==> src/pkg/ops_chan_pkg.sv <==
// constants, frame layout and state encodings of the operations channel handshake engine
package ops_chan_pkg;

  // ********************************************************************
  // frame layout
  // ********************************************************************
  localparam int          FRAME_W     = 13;   // address[2:0], opcode flag, parity flag, info[7:0]
  localparam int          ADDR_MSB    = 2;    // top bit of the address field
  localparam int          OPC_BIT     = 3;    // one marks opcode, zero marks data
  localparam int          PAR_BIT     = 4;    // one marks odd byte, zero marks even byte
  localparam int          INFO_LSB    = 5;    // low bit of the information field
  localparam int          INFO_MSB    = 12;   // high bit of the information field
  localparam int          BYTE_W      = 8;    // information field width
  localparam int          PAIR_W      = 2;    // wire pair number width
  localparam logic        FLAG_ONE    = 1'h1; // flag value ONE
  localparam logic        FLAG_ZERO   = 1'h0; // flag value ZERO

  // ********************************************************************
  // opcode encodings (information field, opcode flag at ONE)
  // ********************************************************************
  localparam logic [3:0]  OPC_GRP_READ  = 4'h1;  // read data, low nibble selects register
  localparam logic [3:0]  OPC_GRP_WRITE = 4'h2;  // write data, low nibble selects register
  localparam logic [7:0]  OPC_NEXT      = 8'h30; // next byte request
  localparam logic [7:0]  OPC_EOD       = 8'h31; // end of data
  localparam logic [7:0]  OPC_HOLD      = 8'h32; // hold state
  localparam logic [7:0]  OPC_RTN       = 8'h33; // return to normal
  localparam logic [7:0]  OPC_UTC       = 8'h34; // unable to comply reply

  // ********************************************************************
  // register sizes in bytes, indexed by register number
  // ********************************************************************
  localparam int          REG_NUM     = 16;
  localparam int          LEN_W       = 5;
  localparam logic [LEN_W-1:0] REG_LEN_TABLE [REG_NUM] = '{
    5'h01, 5'h02, 5'h02, 5'h04, 5'h01, 5'h02, 5'h04, 5'h08,
    5'h01, 5'h02, 5'h03, 5'h04, 5'h01, 5'h02, 5'h08, 5'h10
  };
  localparam logic [LEN_W-1:0] LEN_ZERO = 5'h00;
  localparam logic [LEN_W-1:0] LEN_ONE  = 5'h01;
  localparam logic [LEN_W-1:0] LEN_MAX  = 5'h1f;

  // ********************************************************************
  // repetition run counter and write buffer
  // ********************************************************************
  localparam logic [1:0]  RUN_ONE     = 2'h1; // first copy of a run
  localparam logic [1:0]  RUN_VALID   = 2'h3; // third identical copy, saturates here
  localparam int          WBUF_DEPTH  = 16;   // write bytes held until end of data

  // ********************************************************************
  // state encodings
  // ********************************************************************
  typedef enum logic [3:0] {
    ST_IDLE  = 4'b0001,
    ST_READ  = 4'b0010,
    ST_WRITE = 4'b0100,
    ST_UTC   = 4'b1000
  } proto_state_type;

  typedef enum logic [3:0] {
    REP_ECHO = 4'b0001,
    REP_DATA = 4'b0010,
    REP_EOD  = 4'b0100,
    REP_UTC  = 4'b1000
  } reply_mode_type;

endpackage : ops_chan_pkg

==> src/design/ops_sync_fifo.sv <==
// synchronous fifo with flush, valid and ready on both sides
`timescale 1ns/1ns
module ops_sync_fifo #(
  parameter int WIDTH = 8,   // word width
  parameter int DEPTH = 16   // number of words
) (
  input  wire logic             i_clk,       // clock
  input  wire logic             i_rst_n,     // synchronised reset, active low
  input  wire logic             i_flush,     // drop all stored words
  input  wire logic             i_in_valid,  // word offered
  output logic                  o_in_ready,  // room for a word
  input  wire logic [WIDTH-1:0] i_in_data,   // word in
  output logic                  o_out_valid, // word available
  input  wire logic             i_out_ready, // drain side takes the word
  output logic [WIDTH-1:0]      o_out_data   // word out
);

  localparam int PTR_W = $clog2(DEPTH);
  localparam logic [PTR_W:0]   CNT_FULL = PTR_W'(0) + (PTR_W+1)'(DEPTH);
  localparam logic [PTR_W-1:0] PTR_STEP = PTR_W'(1);

  // ********************************************************************
  // storage and pointers
  // ********************************************************************
  logic [WIDTH-1:0] mem_reg [DEPTH];  // word storage
  logic [PTR_W-1:0] wptr_reg;         // next write slot
  logic [PTR_W-1:0] rptr_reg;         // next read slot
  logic [PTR_W:0]   cnt_reg;          // words held

  wire do_push = i_in_valid && o_in_ready;     // accepted write
  wire do_pop  = o_out_valid && i_out_ready; // accepted read

  assign o_in_ready  = (cnt_reg != CNT_FULL);
  assign o_out_valid = (cnt_reg != '0);
  assign o_out_data  = mem_reg[rptr_reg];

  // pointer and count update; flush wins over both sides
  always_ff @(posedge i_clk or negedge i_rst_n) begin
    if (!i_rst_n) begin
      wptr_reg <= '0;
      rptr_reg <= '0;
      cnt_reg  <= '0;
    end else if (i_flush) begin
      wptr_reg <= '0;
      rptr_reg <= '0;
      cnt_reg  <= '0;
    end else begin
      if (do_push) wptr_reg <= wptr_reg + PTR_STEP;
      if (do_pop)  rptr_reg <= rptr_reg + PTR_STEP;
      cnt_reg <= cnt_reg + (PTR_W+1)'(do_push) - (PTR_W+1)'(do_pop);
    end
  end

  // storage write, no reset needed on data
  always_ff @(posedge i_clk) begin
    if (do_push) mem_reg[wptr_reg] <= i_in_data;
  end

endmodule : ops_sync_fifo

==> src/design/ops_channel_register_read_write.sv <==
// operations channel slave: echo handshake, register byte read and write, unable-to-comply
`timescale 1ns/1ns
module ops_channel_register_read_write
  import ops_chan_pkg::*;
(
  input  wire logic               i_clk,       // 100 MHz clock
  input  wire logic               i_rst_n,     // asynchronous reset, active low
  input  wire logic               i_rx_valid,  // one-cycle strobe: a frame arrived
  input  wire logic [FRAME_W-1:0] i_rx_frame,  // received frame
  input  wire logic [PAIR_W-1:0]  i_rx_pair,   // pair the frame came over
  output logic                    o_tx_valid,  // one-cycle strobe: reply ready
  output logic [FRAME_W-1:0]      o_tx_frame,  // reply frame
  output logic [3:0]              o_rd_sel,    // register being read
  output logic [LEN_W-1:0]        o_rd_idx,    // byte index being read
  input  wire logic [BYTE_W-1:0]  i_rd_data,   // byte at o_rd_sel/o_rd_idx
  output logic                    o_wr_valid,  // committed write byte valid
  output logic [3:0]              o_wr_sel,    // register being written
  output logic [LEN_W-1:0]        o_wr_idx,    // byte index being written
  output logic [BYTE_W-1:0]       o_wr_data,   // byte being written
  input  wire logic               i_wr_ready,  // register file takes the byte
  output logic                    o_utc_state  // unable-to-comply state active
);

  // ********************************************************************
  // reset release
  // ********************************************************************
  logic rst_meta_reg;  // first stage, read only by the second
  logic rst_sync_reg;  // reset copy used by the design
  always_ff @(posedge i_clk or negedge i_rst_n) begin
    if (!i_rst_n) begin
      rst_meta_reg <= 1'b0;
      rst_sync_reg <= 1'b0;
    end else begin
      rst_meta_reg <= 1'b1;
      rst_sync_reg <= rst_meta_reg;
    end
  end
  wire rst_n = rst_sync_reg;

  // ********************************************************************
  // state
  // ********************************************************************
  proto_state_type     state_reg, state_next;   // protocol state
  reply_mode_type      mode_reg, mode_next;     // reply kept for the rest of a run
  logic [FRAME_W-1:0]  last_frame_reg;          // previous frame
  logic [PAIR_W-1:0]   last_pair_reg;           // pair of previous frame
  logic [1:0]          run_reg;                 // identical copies so far
  logic [3:0]          sel_reg, sel_next;       // addressed register
  logic [LEN_W-1:0]    idx_reg, idx_next;       // next byte to read
  logic                exp_reg, exp_next;       // parity expected for a new byte
  logic [BYTE_W-1:0]   data_reg, data_next;     // last byte served
  logic [LEN_W-1:0]    wcnt_reg, wcnt_next;     // write bytes accepted
  logic                ovf_reg, ovf_next;       // write buffer overran
  logic                commit_reg, commit_next; // draining buffer into register
  logic                flush;                   // drop buffered write bytes
  logic                push;                    // store a write byte
  logic                tx_valid_reg;            // reply strobe
  logic [FRAME_W-1:0]  tx_frame_reg;            // reply frame
  logic                wr_valid_reg;            // write byte strobe
  logic [3:0]          wr_sel_reg;              // register under commit
  logic [LEN_W-1:0]    wr_idx_reg;              // byte index under commit
  logic [BYTE_W-1:0]   wr_data_reg;             // byte under commit
  logic                utc_reg;                 // unable-to-comply flag

  // ********************************************************************
  // frame decode
  // ********************************************************************
  wire [BYTE_W-1:0] info     = i_rx_frame[INFO_MSB:INFO_LSB];
  wire              is_opc   = (i_rx_frame[OPC_BIT] == FLAG_ONE);
  wire              par      = i_rx_frame[PAR_BIT];
  wire              is_read  = is_opc && (info[7:4] == OPC_GRP_READ);
  wire              is_write = is_opc && (info[7:4] == OPC_GRP_WRITE);
  wire              is_next  = is_opc && (info == OPC_NEXT);
  wire              is_eod   = is_opc && (info == OPC_EOD);
  wire              is_rtn   = is_opc && (info == OPC_RTN);
  wire              is_leave = is_opc && ((info == OPC_HOLD) || is_rtn);

  // ********************************************************************
  // repetition run: same frame over the same pair
  // ********************************************************************
  wire       same    = (i_rx_frame == last_frame_reg) && (i_rx_pair == last_pair_reg);
  wire [1:0] run_new = !same ? RUN_ONE :
                       (run_reg == RUN_VALID) ? RUN_VALID : run_reg + RUN_ONE;
  wire       run3    = (run_new == RUN_VALID);
  // acts once per run, on exactly the third copy
  wire       third   = i_rx_valid && run3 && !(same && (run_reg == RUN_VALID));
  wire [LEN_W-1:0] len_sel = REG_LEN_TABLE[sel_reg];

  // ********************************************************************
  // write buffer and commit drain
  // ********************************************************************
  logic              wbuf_in_ready;   // room in buffer
  logic              wbuf_out_valid;  // buffered byte present
  logic [BYTE_W-1:0] wbuf_out_data;   // oldest buffered byte
  // back-pressure from the register file stalls the drain
  wire wbuf_pop = commit_reg && wbuf_out_valid && (!wr_valid_reg || i_wr_ready);

  ops_sync_fifo #(
    .WIDTH (BYTE_W),
    .DEPTH (WBUF_DEPTH)
  ) u_wbuf (
    .i_clk         (i_clk),
    .i_rst_n       (rst_n),
    .i_flush       (flush),
    .i_in_valid    (push),
    .o_in_ready    (wbuf_in_ready),
    .i_in_data     (info),
    .o_out_valid   (wbuf_out_valid),
    .i_out_ready   (wbuf_pop),
    .o_out_data    (wbuf_out_data)
  );

  // ********************************************************************
  // protocol decisions, taken on the third identical copy
  // ********************************************************************
  always_comb begin
    state_next  = state_reg;
    mode_next   = mode_reg;
    sel_next    = sel_reg;
    idx_next    = idx_reg;
    exp_next    = exp_reg;
    data_next   = data_reg;
    wcnt_next   = wcnt_reg;
    ovf_next    = ovf_reg;
    commit_next = commit_reg && wbuf_out_valid; // ends once buffer is drained
    flush       = 1'b0;
    push        = 1'b0;
    if (third) begin
      mode_next = REP_ECHO;
      case (state_reg)
        ST_IDLE: begin
          if (is_read) begin
            state_next = ST_READ;
            sel_next   = info[3:0];
            idx_next   = LEN_ZERO;
            exp_next   = FLAG_ONE;
          end else if (is_write) begin
            state_next = ST_WRITE;
            sel_next   = info[3:0];
            wcnt_next  = LEN_ZERO;
            ovf_next   = 1'b0;
            exp_next   = FLAG_ONE;
          end else if (!is_leave) begin // data or any opcode but read, write, Hold or Return: cannot comply
            state_next = ST_UTC;
            mode_next  = REP_UTC;
          end
        end
        ST_READ: begin
          if (is_next && (par == exp_reg)) begin
            exp_next = ~exp_reg;
            if (idx_reg < len_sel) begin
              data_next = i_rd_data;
              idx_next  = idx_reg + LEN_ONE;
              mode_next = REP_DATA;
            end else begin
              mode_next = REP_EOD;
            end
          end else if (is_next) begin
            mode_next = (idx_reg == LEN_ZERO) ? REP_ECHO : REP_DATA; // data reply: third copy carries the byte at idx_reg, later copies data_reg
          end else if (is_leave) begin
            state_next = ST_IDLE;
          end else begin
            state_next = ST_UTC;
            mode_next  = REP_UTC;
          end
        end
        ST_WRITE: begin
          if (!is_opc) begin
            if (par == exp_reg) begin
              push      = 1'b1;
              ovf_next  = ovf_reg || !wbuf_in_ready; // extra bytes overflow the buffer
              wcnt_next = (wcnt_reg == LEN_MAX) ? LEN_MAX : wcnt_reg + LEN_ONE;
              exp_next  = ~exp_reg;
            end
          end else if (is_eod) begin
            state_next = ST_IDLE;
            if ((wcnt_reg == len_sel) && !ovf_reg) begin
              commit_next = 1'b1;
            end else begin
              state_next = ST_UTC;
              mode_next  = REP_UTC;
              flush      = 1'b1;
            end
          end else if (is_leave) begin
            state_next = ST_IDLE;
            flush      = 1'b1;
          end else begin
            state_next = ST_UTC;
            mode_next  = REP_UTC;
            flush      = 1'b1;
          end
        end
        ST_UTC: begin
          if (is_rtn) begin
            state_next = ST_IDLE;
          end else begin
            mode_next = REP_UTC;
          end
        end
        default: begin
          state_next = ST_IDLE;
        end
      endcase
    end
  end

  // ********************************************************************
  // reply selection: echo until the third copy (unable-to-comply while in ST_UTC), then the decided reply
  // ********************************************************************
  wire reply_mode_type rep_eff = third ? mode_next :
                                 run3 ? mode_reg :
                                 (state_reg == ST_UTC) ? REP_UTC : REP_ECHO;
  wire [BYTE_W-1:0]    rep_byte = third ? i_rd_data : data_reg;
  wire [ADDR_MSB:0]    addr     = i_rx_frame[ADDR_MSB:0];
  wire [FRAME_W-1:0]   frm_data = {rep_byte, par, FLAG_ZERO, addr};
  wire [FRAME_W-1:0]   frm_eod  = {OPC_EOD, par, FLAG_ONE, addr};
  wire [FRAME_W-1:0]   frm_utc  = {OPC_UTC, par, FLAG_ONE, addr};
  wire [FRAME_W-1:0]   rep_frame = (rep_eff == REP_DATA) ? frm_data :
                                   (rep_eff == REP_EOD)  ? frm_eod  :
                                   (rep_eff == REP_UTC)  ? frm_utc  : i_rx_frame;

  // ********************************************************************
  // protocol registers
  // ********************************************************************
  always_ff @(posedge i_clk or negedge rst_n) begin
    if (!rst_n) begin
      state_reg  <= ST_IDLE;
      mode_reg   <= REP_ECHO;
      sel_reg    <= '0;
      idx_reg    <= LEN_ZERO;
      exp_reg    <= FLAG_ONE;
      data_reg   <= '0;
      wcnt_reg   <= LEN_ZERO;
      ovf_reg    <= 1'b0;
      commit_reg <= 1'b0;
      utc_reg    <= 1'b0;
    end else begin
      state_reg  <= state_next;
      mode_reg   <= mode_next;
      sel_reg    <= sel_next;
      idx_reg    <= idx_next;
      exp_reg    <= exp_next;
      data_reg   <= data_next;
      wcnt_reg   <= wcnt_next;
      ovf_reg    <= ovf_next;
      commit_reg <= commit_next;
      utc_reg    <= (state_next == ST_UTC);
    end
  end

  // run tracker; from reset a matching first frame still counts as one
  always_ff @(posedge i_clk or negedge rst_n) begin
    if (!rst_n) begin
      last_frame_reg <= '0;
      last_pair_reg  <= '0;
      run_reg        <= '0;
    end else if (i_rx_valid) begin
      last_frame_reg <= i_rx_frame;
      last_pair_reg  <= i_rx_pair;
      run_reg        <= run_new;
    end
  end

  // reply goes out the cycle after reception, the next return slot
  always_ff @(posedge i_clk or negedge rst_n) begin
    if (!rst_n) begin
      tx_valid_reg <= 1'b0;
      tx_frame_reg <= '0;
    end else begin
      tx_valid_reg <= i_rx_valid;
      if (i_rx_valid) tx_frame_reg <= rep_frame;
    end
  end

  // commit port: holds a byte until the register file takes it
  always_ff @(posedge i_clk or negedge rst_n) begin
    if (!rst_n) begin
      wr_valid_reg <= 1'b0;
      wr_sel_reg   <= '0;
      wr_idx_reg   <= LEN_ZERO;
      wr_data_reg  <= '0;
    end else begin
      if (commit_next && !commit_reg) begin
        wr_sel_reg <= sel_reg;
        wr_idx_reg <= LEN_ZERO;
      end else if (wr_valid_reg && i_wr_ready) begin
        wr_idx_reg <= wr_idx_reg + LEN_ONE;
      end
      if (wbuf_pop) begin
        wr_valid_reg <= 1'b1;
        wr_data_reg  <= wbuf_out_data;
      end else if (i_wr_ready) begin
        wr_valid_reg <= 1'b0;
      end
    end
  end

  // ********************************************************************
  // outputs, all from flip-flops
  // ********************************************************************
  assign o_tx_valid  = tx_valid_reg;
  assign o_tx_frame  = tx_frame_reg;
  assign o_rd_sel    = sel_reg;
  assign o_rd_idx    = idx_reg;
  assign o_wr_valid  = wr_valid_reg;
  assign o_wr_sel    = wr_sel_reg;
  assign o_wr_idx    = wr_idx_reg;
  assign o_wr_data   = wr_data_reg;
  assign o_utc_state = utc_reg;

endmodule : ops_channel_register_read_write

==> config.mk <==
export PLATFORM = sky130hd
export DESIGN_NAME = ops_channel_register_read_write
export DESIGN_NICKNAME = d
export VERILOG_FILES = /design/src/pkg/ops_chan_pkg.sv /design/src/design/ops_sync_fifo.sv /design/src/design/ops_channel_register_read_write.sv
export SDC_FILE = /design/constraint.sdc
export NUM_CORES = 1
export LEC_CHECK = 0
export BUFFER_PORTS_ARGS = -buffer_cell sky130_fd_sc_hd__buf_2
export CAP_MARGIN = 30
export CORE_MARGIN = 1.5
export CORE_UTILIZATION = 55
export DETAILED_ROUTE_END_ITERATION = 7
export GPL_ROUTABILITY_DRIVEN = 0
export PLACE_DENSITY = 0.76
export SETUP_SLACK_MARGIN = 0.4
export SYNTH_ARGS = -nofsm -noshare
export SYNTH_HDL_FRONTEND = slang
export SYNTH_SLANG_ARGS = --single-unit
==> constraint.sdc <==
create_clock -name i_clk -period 2.8 [get_ports i_clk]
set_input_delay 0.42 -clock i_clk [delete_from_list [all_inputs] [get_ports i_clk]]
set_output_delay 0.42 -clock i_clk [all_outputs]
set_load 0.02 [all_outputs]
* Word level (Yosys, flattened, before mapping)
Memories as Yosys holds them, arrays and structs flattened. A register that Yosys moved wholly into a read port is not among the register bits.
Index checks and enable logic that the tools add are counted.
** Operators by class
- $lt $le $gt $ge :: 2
- Shifts and indexed selects :: 0
- Equality and inequality tests :: 30
- Bitwise gates (word level) :: 2
- Multipliers :: 0
- Reduce and logical (&&, ||, !) cells :: 42
- Muxes and demuxes :: 81
- Divide/modulo/power cells :: 0
- Add/subtract/negate cells :: 8
** Operators with widths (count)
- $mux W4 :: 27
- $mux W5 :: 13
- $mux W13 :: 3
- $eq A8 B6 Y1 const B :: 4
- $pmux W4 S4 :: 2
- $mux W1 :: 27
- $pmux W5 S2 :: 2
- $logic_and A1 B1 Y1 :: 18
- $add A5 B1 Y5 const B :: 3
- $ne A2 B2 Y1 const B :: 7
- $reduce_bool A2 Y1 :: 7
- $eq A13 B13 Y1 :: 1
- $eq A4 B2 Y1 const B :: 3
- $eq A4 B4 Y1 const B :: 3
- $reduce_and A6 Y1 :: 2
- $add A4 B1 Y4 const B :: 2
- $eq A4 B1 Y1 const B :: 2
- $eq A4 B3 Y1 const B :: 2
- $mux W8 :: 1
- $logic_not A1 Y1 :: 6
- $mux W2 :: 3
- $add A5 B1 Y5 :: 1
- $eq A5 B5 Y1 :: 1
- $eq A5 B5 Y1 const B :: 1
- 21 further kinds :: 24
** Storage, ports and cells
- Bits in registers :: 90
- Output and inout bits :: 42
- Memories kept :: 2
- Bits in writable memories :: 128
- Latch bits :: 0
- ROM bits :: 80
** Memories
- u_wbuf.mem_reg :: words 16, bits a word 8, rd ports 1, clocked after Yosys merged registers in 1, write ports 1, line ops_sync_fifo.sv:25 : logic [WIDTH-1:0] mem_reg [DEPTH];
- (no name shown) :: words 16, bits a word 5, rd ports 1, clocked after Yosys merged registers in 0, write ports 0, line ops_channel_register_read_write.sv:87 : wire [LEN_W-1:0] len_sel = REG_LEN_TABLE[sel_reg];

* Longest topological paths before layout
- Depth after elaboration :: 16
- Mapped depth :: 16
- Depth with buffers taken out :: 14

* Cells and area by module
Synthesis repeated with hierarchy kept, for this count alone.
** Second synthesis, totals
- Cell total of the unflattened synthesis :: 789
- Area total of the unflattened synthesis :: 10776.6 um^2
** Modules (own cells, without submodules)
- ops_sync_fifo :: times used 1, area an instance 5918.2 um^2, sequential area each 4169.0 um^2, cells each 337
- ops_channel_register_read_write :: times used 1, area an instance 4858.4 um^2, sequential area each 2030.7 um^2, cells each 452

* Worst setup path before layout
No wires, ideal clock.
- Path type :: register to register
- From :: register sel_reg[0], in the netlist o_rd_sel[0]
- To :: register tx_frame_reg[3], in the netlist o_tx_frame[3]
- Period minus slack after synthesis :: 3.485 ns
- Arrival :: 3.364 ns
- Cell stages (with the launch flop) :: 16
- Data required time :: 2.680 ns
- Path buffers :: 2
- Slack :: -0.685 ns
- Cell sequence :: dfrtp_1 inv_1 ha_1 mux2_2 nand2_1 ha_1 a21o_1 o21ai_0 a21oi_1 or2_2 clkbuf_1 a311oi_1 or3_1 buf_2 o21ai_0 a31o_2
** Between the ends
- Word-level cells in the longest chain between the ends :: 16
- Elaborated cells between the ends (all ways) :: 21
- Those cells by class :: 1 x order compare; 4 x eq/ne; 13 x mux; 1 x bitwise; 1 x reduce/logical; 1 x memory
** Ends and longest elaborated chain
- start, declared :: line ops_channel_register_read_write.sv:48 : logic [3:0] sel_reg, sel_next;
- start signal, assigned :: line ops_channel_register_read_write.sv:240 : sel_reg <= sel_next;
- $not A4 Y5 (not written as such) * :: line ops_channel_register_read_write.sv:87
- $mem_v2 Z16 W5 *
- $mux W5 (not written as such) * (2 in a row) :: line ops_channel_register_read_write.sv:87
- parallel branches: the longest is 5 deep, another holds $lt A5 B5 Y1
- $pmux W4 S4 * :: line ops_channel_register_read_write.sv:130 : case (state_reg)
- $mux W4 * :: line ops_channel_register_read_write.sv:128 : if (third) begin
- $mux W4 * :: line ops_channel_register_read_write.sv:210 : wire reply_mode_type rep_eff = third ? mode_next :
- $eq A4 B4 Y1 :: line ops_channel_register_read_write.sv:220 : (rep_eff == REP_UTC) ? frm_utc : i_rx_frame;
- $mux W13 :: line ops_channel_register_read_write.sv:220
- $mux W13 :: line ops_channel_register_read_write.sv:219 : (rep_eff == REP_EOD) ? frm_eod :
- $mux W13 * :: line ops_channel_register_read_write.sv:218 : wire [FRAME_W-1:0] rep_frame = (rep_eff == REP_DATA) ? frm_data :
- end signal, assigned :: line ops_channel_register_read_write.sv:271 : if (i_rx_valid) tx_frame_reg <= rep_frame;
- end, declared :: line ops_channel_register_read_write.sv:58 : logic [FRAME_W-1:0] tx_frame_reg;
Every way passes the cells marked *. The select of a mux whose other input is x is not followed.
A chain may end at the register's enable or synchronous reset.

* Worst setup path after layout
- From :: register sel_reg[0], in the netlist o_rd_sel[0]
- To :: register tx_frame_reg[7], in the netlist o_tx_frame[7]
The elaborated chain is that of the path after synthesis.

==> results_dict.tcl <==
set metrics [dict create \
    failed_checks "negative setup slack" \
    outcome "finished, violations left" \
    sw_frac_of_total 0.283 \
    finalHoldViolCount 0 \
    ys.flop_type "edfxtp_1" \
    die_area_mm2 0.0197 \
    fin_crit_sh 1.13 \
    drt_iter0_drc 700 \
    start_util 0.558 \
    routed-via-count 7069 \
    io_pins 69 \
    routed_wl_um 26000 \
    ys_types 74 \
    synthArstFlopShare 0.423 \
    grtUsageTotal 0.264 \
    yosysSeqAreaShare 0.598 \
    period_minus_slack_ps 3150 \
    powerDensity_mw_per_mm2 734 \
    layout_common_cells "128 x edfxtp_1, 95 x buf_4, 86 x dfrtp_1, 68 x buf_2, 40 x mux4_2" \
    slew_headroom 0.566 \
    antenna_found_initial 0 \
    comb_power_share 0.251 \
    synth_area_mm2 0.0104 \
    insertion_delay_ps 540 \
    core_area_mm2 0.0186 \
    synth_nets 782 \
    die_h_um 140 \
    final_cell_area_mm2 0.0134 \
    critPathKind "reg -> reg" \
    wl_per_cell_um 22.4 \
    fill_cells 1112 \
    grt_max_degree 49 \
    finalSetupViolCount 15 \
    overflow 0 \
    diodes 0 \
    io_buffers 68 \
    ys_ff_latch 222 \
    grt_pass1_wl_um 40000 \
    drv_cap 0 \
    synth_edf_count 128 \
    fin_cells 1158 \
    ir_drop_uv 469 \
    layout_commonest_cell "edfxtp_1" \
    std_cell_rows 50 \
    setup_ws_ps -355 \
    hpwlAfterDp_um 17000 \
    skew_ps 30.3 \
    critPathMaxFanout 5 \
    nets 957 \
    worst_pin_slew_ps 651 \
    final_core_util 0.721 \
    clock_sinks 222 \
    required_ps 3200 \
    p_int_w 0.00705 \
    fp.dieW_um 140 \
    finalSetupTns_ps -3520 \
    cts.reportedPaths.clkPinSlew_ps 60 \
    worstSetupStartpointType "flip-flop" \
    placed_cells 1091 \
    vias_per_cell 6.10 \
    syn_area_per_cell_um2 14.2 \
    max_clock_freq_ghz 0.317 \
    clockPowerShare 0.345 \
    critPathCaptureType "flip-flop" \
    dpl-instance-area_mm2 0.0119 \
    min_path_type "in -> reg" \
    timing.hold.ws_ps 126 \
    dr.pass1.iters 5 \
    drt_drc_violations_left 0 \
    cp_data_arrival_time_ps 3560 \
    rsz0062_at_grt "yes" \
    p_switching_w 0.00278 \
    grt_pass1_vias 7080 \
    cts_max_level 1 \
    antenna_left 0 \
    root_buffer "clkbuf_16" \
    cts_buffers 24 \
    leakage_nw 5.30 \
    drive_above_1_share 0.463 \
    seq_power_share 0.404 \
    slew_viol_final 0 \
    synth_warnings 0 \
    synthCells 731 \
    largest_register_ff_count 128 \
    syn2layout_area_growth_pct 29.2 \
    cts_tree "yes" \
    clockBufferDepth 3 \
]
## cells by family (layout without fill, tap and decap cells)
| kind of cell | Yosys count | count (layout) | synth area share |
|---|---|---|---|
| AOI/OAI and AO/OA | 99 | 99 | 0.0653 |
| xor gates and xnor gates | 42 | 42 | 0.0373 |
| adders and majority gates | 24 | 24 | 0.0297 |
| buffers and inverters | 65 | 258 | 0.0275 |
| DFF | 222 | 222 | 0.598 |
| muxes | 88 | 88 | 0.138 |
| other | 1 | 1 | 0.000362 |
| and+or+nand+nor | 190 | 190 | 0.103 |
## power by group through the flow
stage               Sequential [W]  Combinational (W)  Clock (W)
floorplan                  0.00404            0.00152          0
global placement           0.00401            0.00214          0
detailed placement         0.00403            0.00224          0
CTS                        0.00397            0.00233    0.00344
global route               0.00401            0.00263    0.00357
finish                     0.00397            0.00246    0.00339
## Yosys cell counts (8+ instances only)
library cell / count / area [um^2]
inv_1: 26 / 97.6
nand3_1: 12 / 60.1
ha_1: 23 / 288
xnor2_1: 27 / 236
nand4_1: 10 / 62.6
clkbuf_1: 18 / 67.6
a21oi_1: 23 / 115
o21ai_0: 22 / 110
o2111ai_1: 8 / 70.1
nor3_1: 11 / 55.1
mux4_2: 40 / 901
and2_1: 18 / 113
nor2b_1: 8 / 50.1
nand2_1: 35 / 131
dfrtp_1: 91 / 2280
buf_1: 10 / 37.5
edfxtp_1: 128 / 3840
xor2_1: 14 / 123
mux2_2: 39 / 439
nor2_1: 47 / 176
mux2i_1: 8 / 80.1
## layer usage
layer	GRT usage	up-vias	wire, um
met1	0.345	3600	10400
li1	-	3114	-
met4	0.0665	0	578
met5	0	-	0
met3	0.0328	62	1420
met2	0.473	293	13600
## worst paths after layout
path / from / end / slack, ps / cells past startpoint
max: o_rd_sel[0] / o_tx_frame[7] / -350 / 12
min: i_rd_data[6] / data_reg[6] / 130 / 2
max reg2reg: o_rd_sel[0] / o_tx_frame[7] / -350 / 12
min reg2reg: rst_meta_reg / rst_n / 350 / 0
max in group asynchronous: rst_n / o_rd_sel[0] / 1680 / 1
min in group asynchronous: i_rst_n / rst_n / 190 / 2
## per-stage QoR
stage / power (W) / worst slack, ps
finish: 0.00983 / -355
CTS: 0.00974 / -308
detailed placement: 0.00627 / -403
global route: 0.0102 / -486
floorplan: 0.00556 / -262
global placement: 0.00615 / -283
## layout make-up
cell class,instances,area (um^2),area share
Sequential cell,222,6210,0.464
Multi-Input combinational cell,444,4550,0.340
Timing Repair Buffer,188,1380,0.103
Clock buffer,28,626,0.0467
Tap cell,234,293,0.0219
Clock inverter,16,231,0.0173
Inverter,26,100,0.00748
## repair_timing
item                                   4_1_cts  5_1_grt
endpoints found under the hold margin        2        0
buffers inserted                             7       14
gates resized for setup                     42       76
setup endpoints to repair                  183      188
cloned                                       0        1
hold buffers                                 1        0
pin swaps                                   14       33
## critical path, cell delays in order, from the launching register on
cell	delay, ps
dfrtp_2	430
inv_4	70
ha_4	200
mux2i_4	180
xnor2_2	110
or4_1	470
or4_4	480
a41oi_2	220
o31a_1	260
buf_6	160
xnor2_2	110
a31oi_1	110
o32ai_1	250
Power figures use the tool's default switching activity.
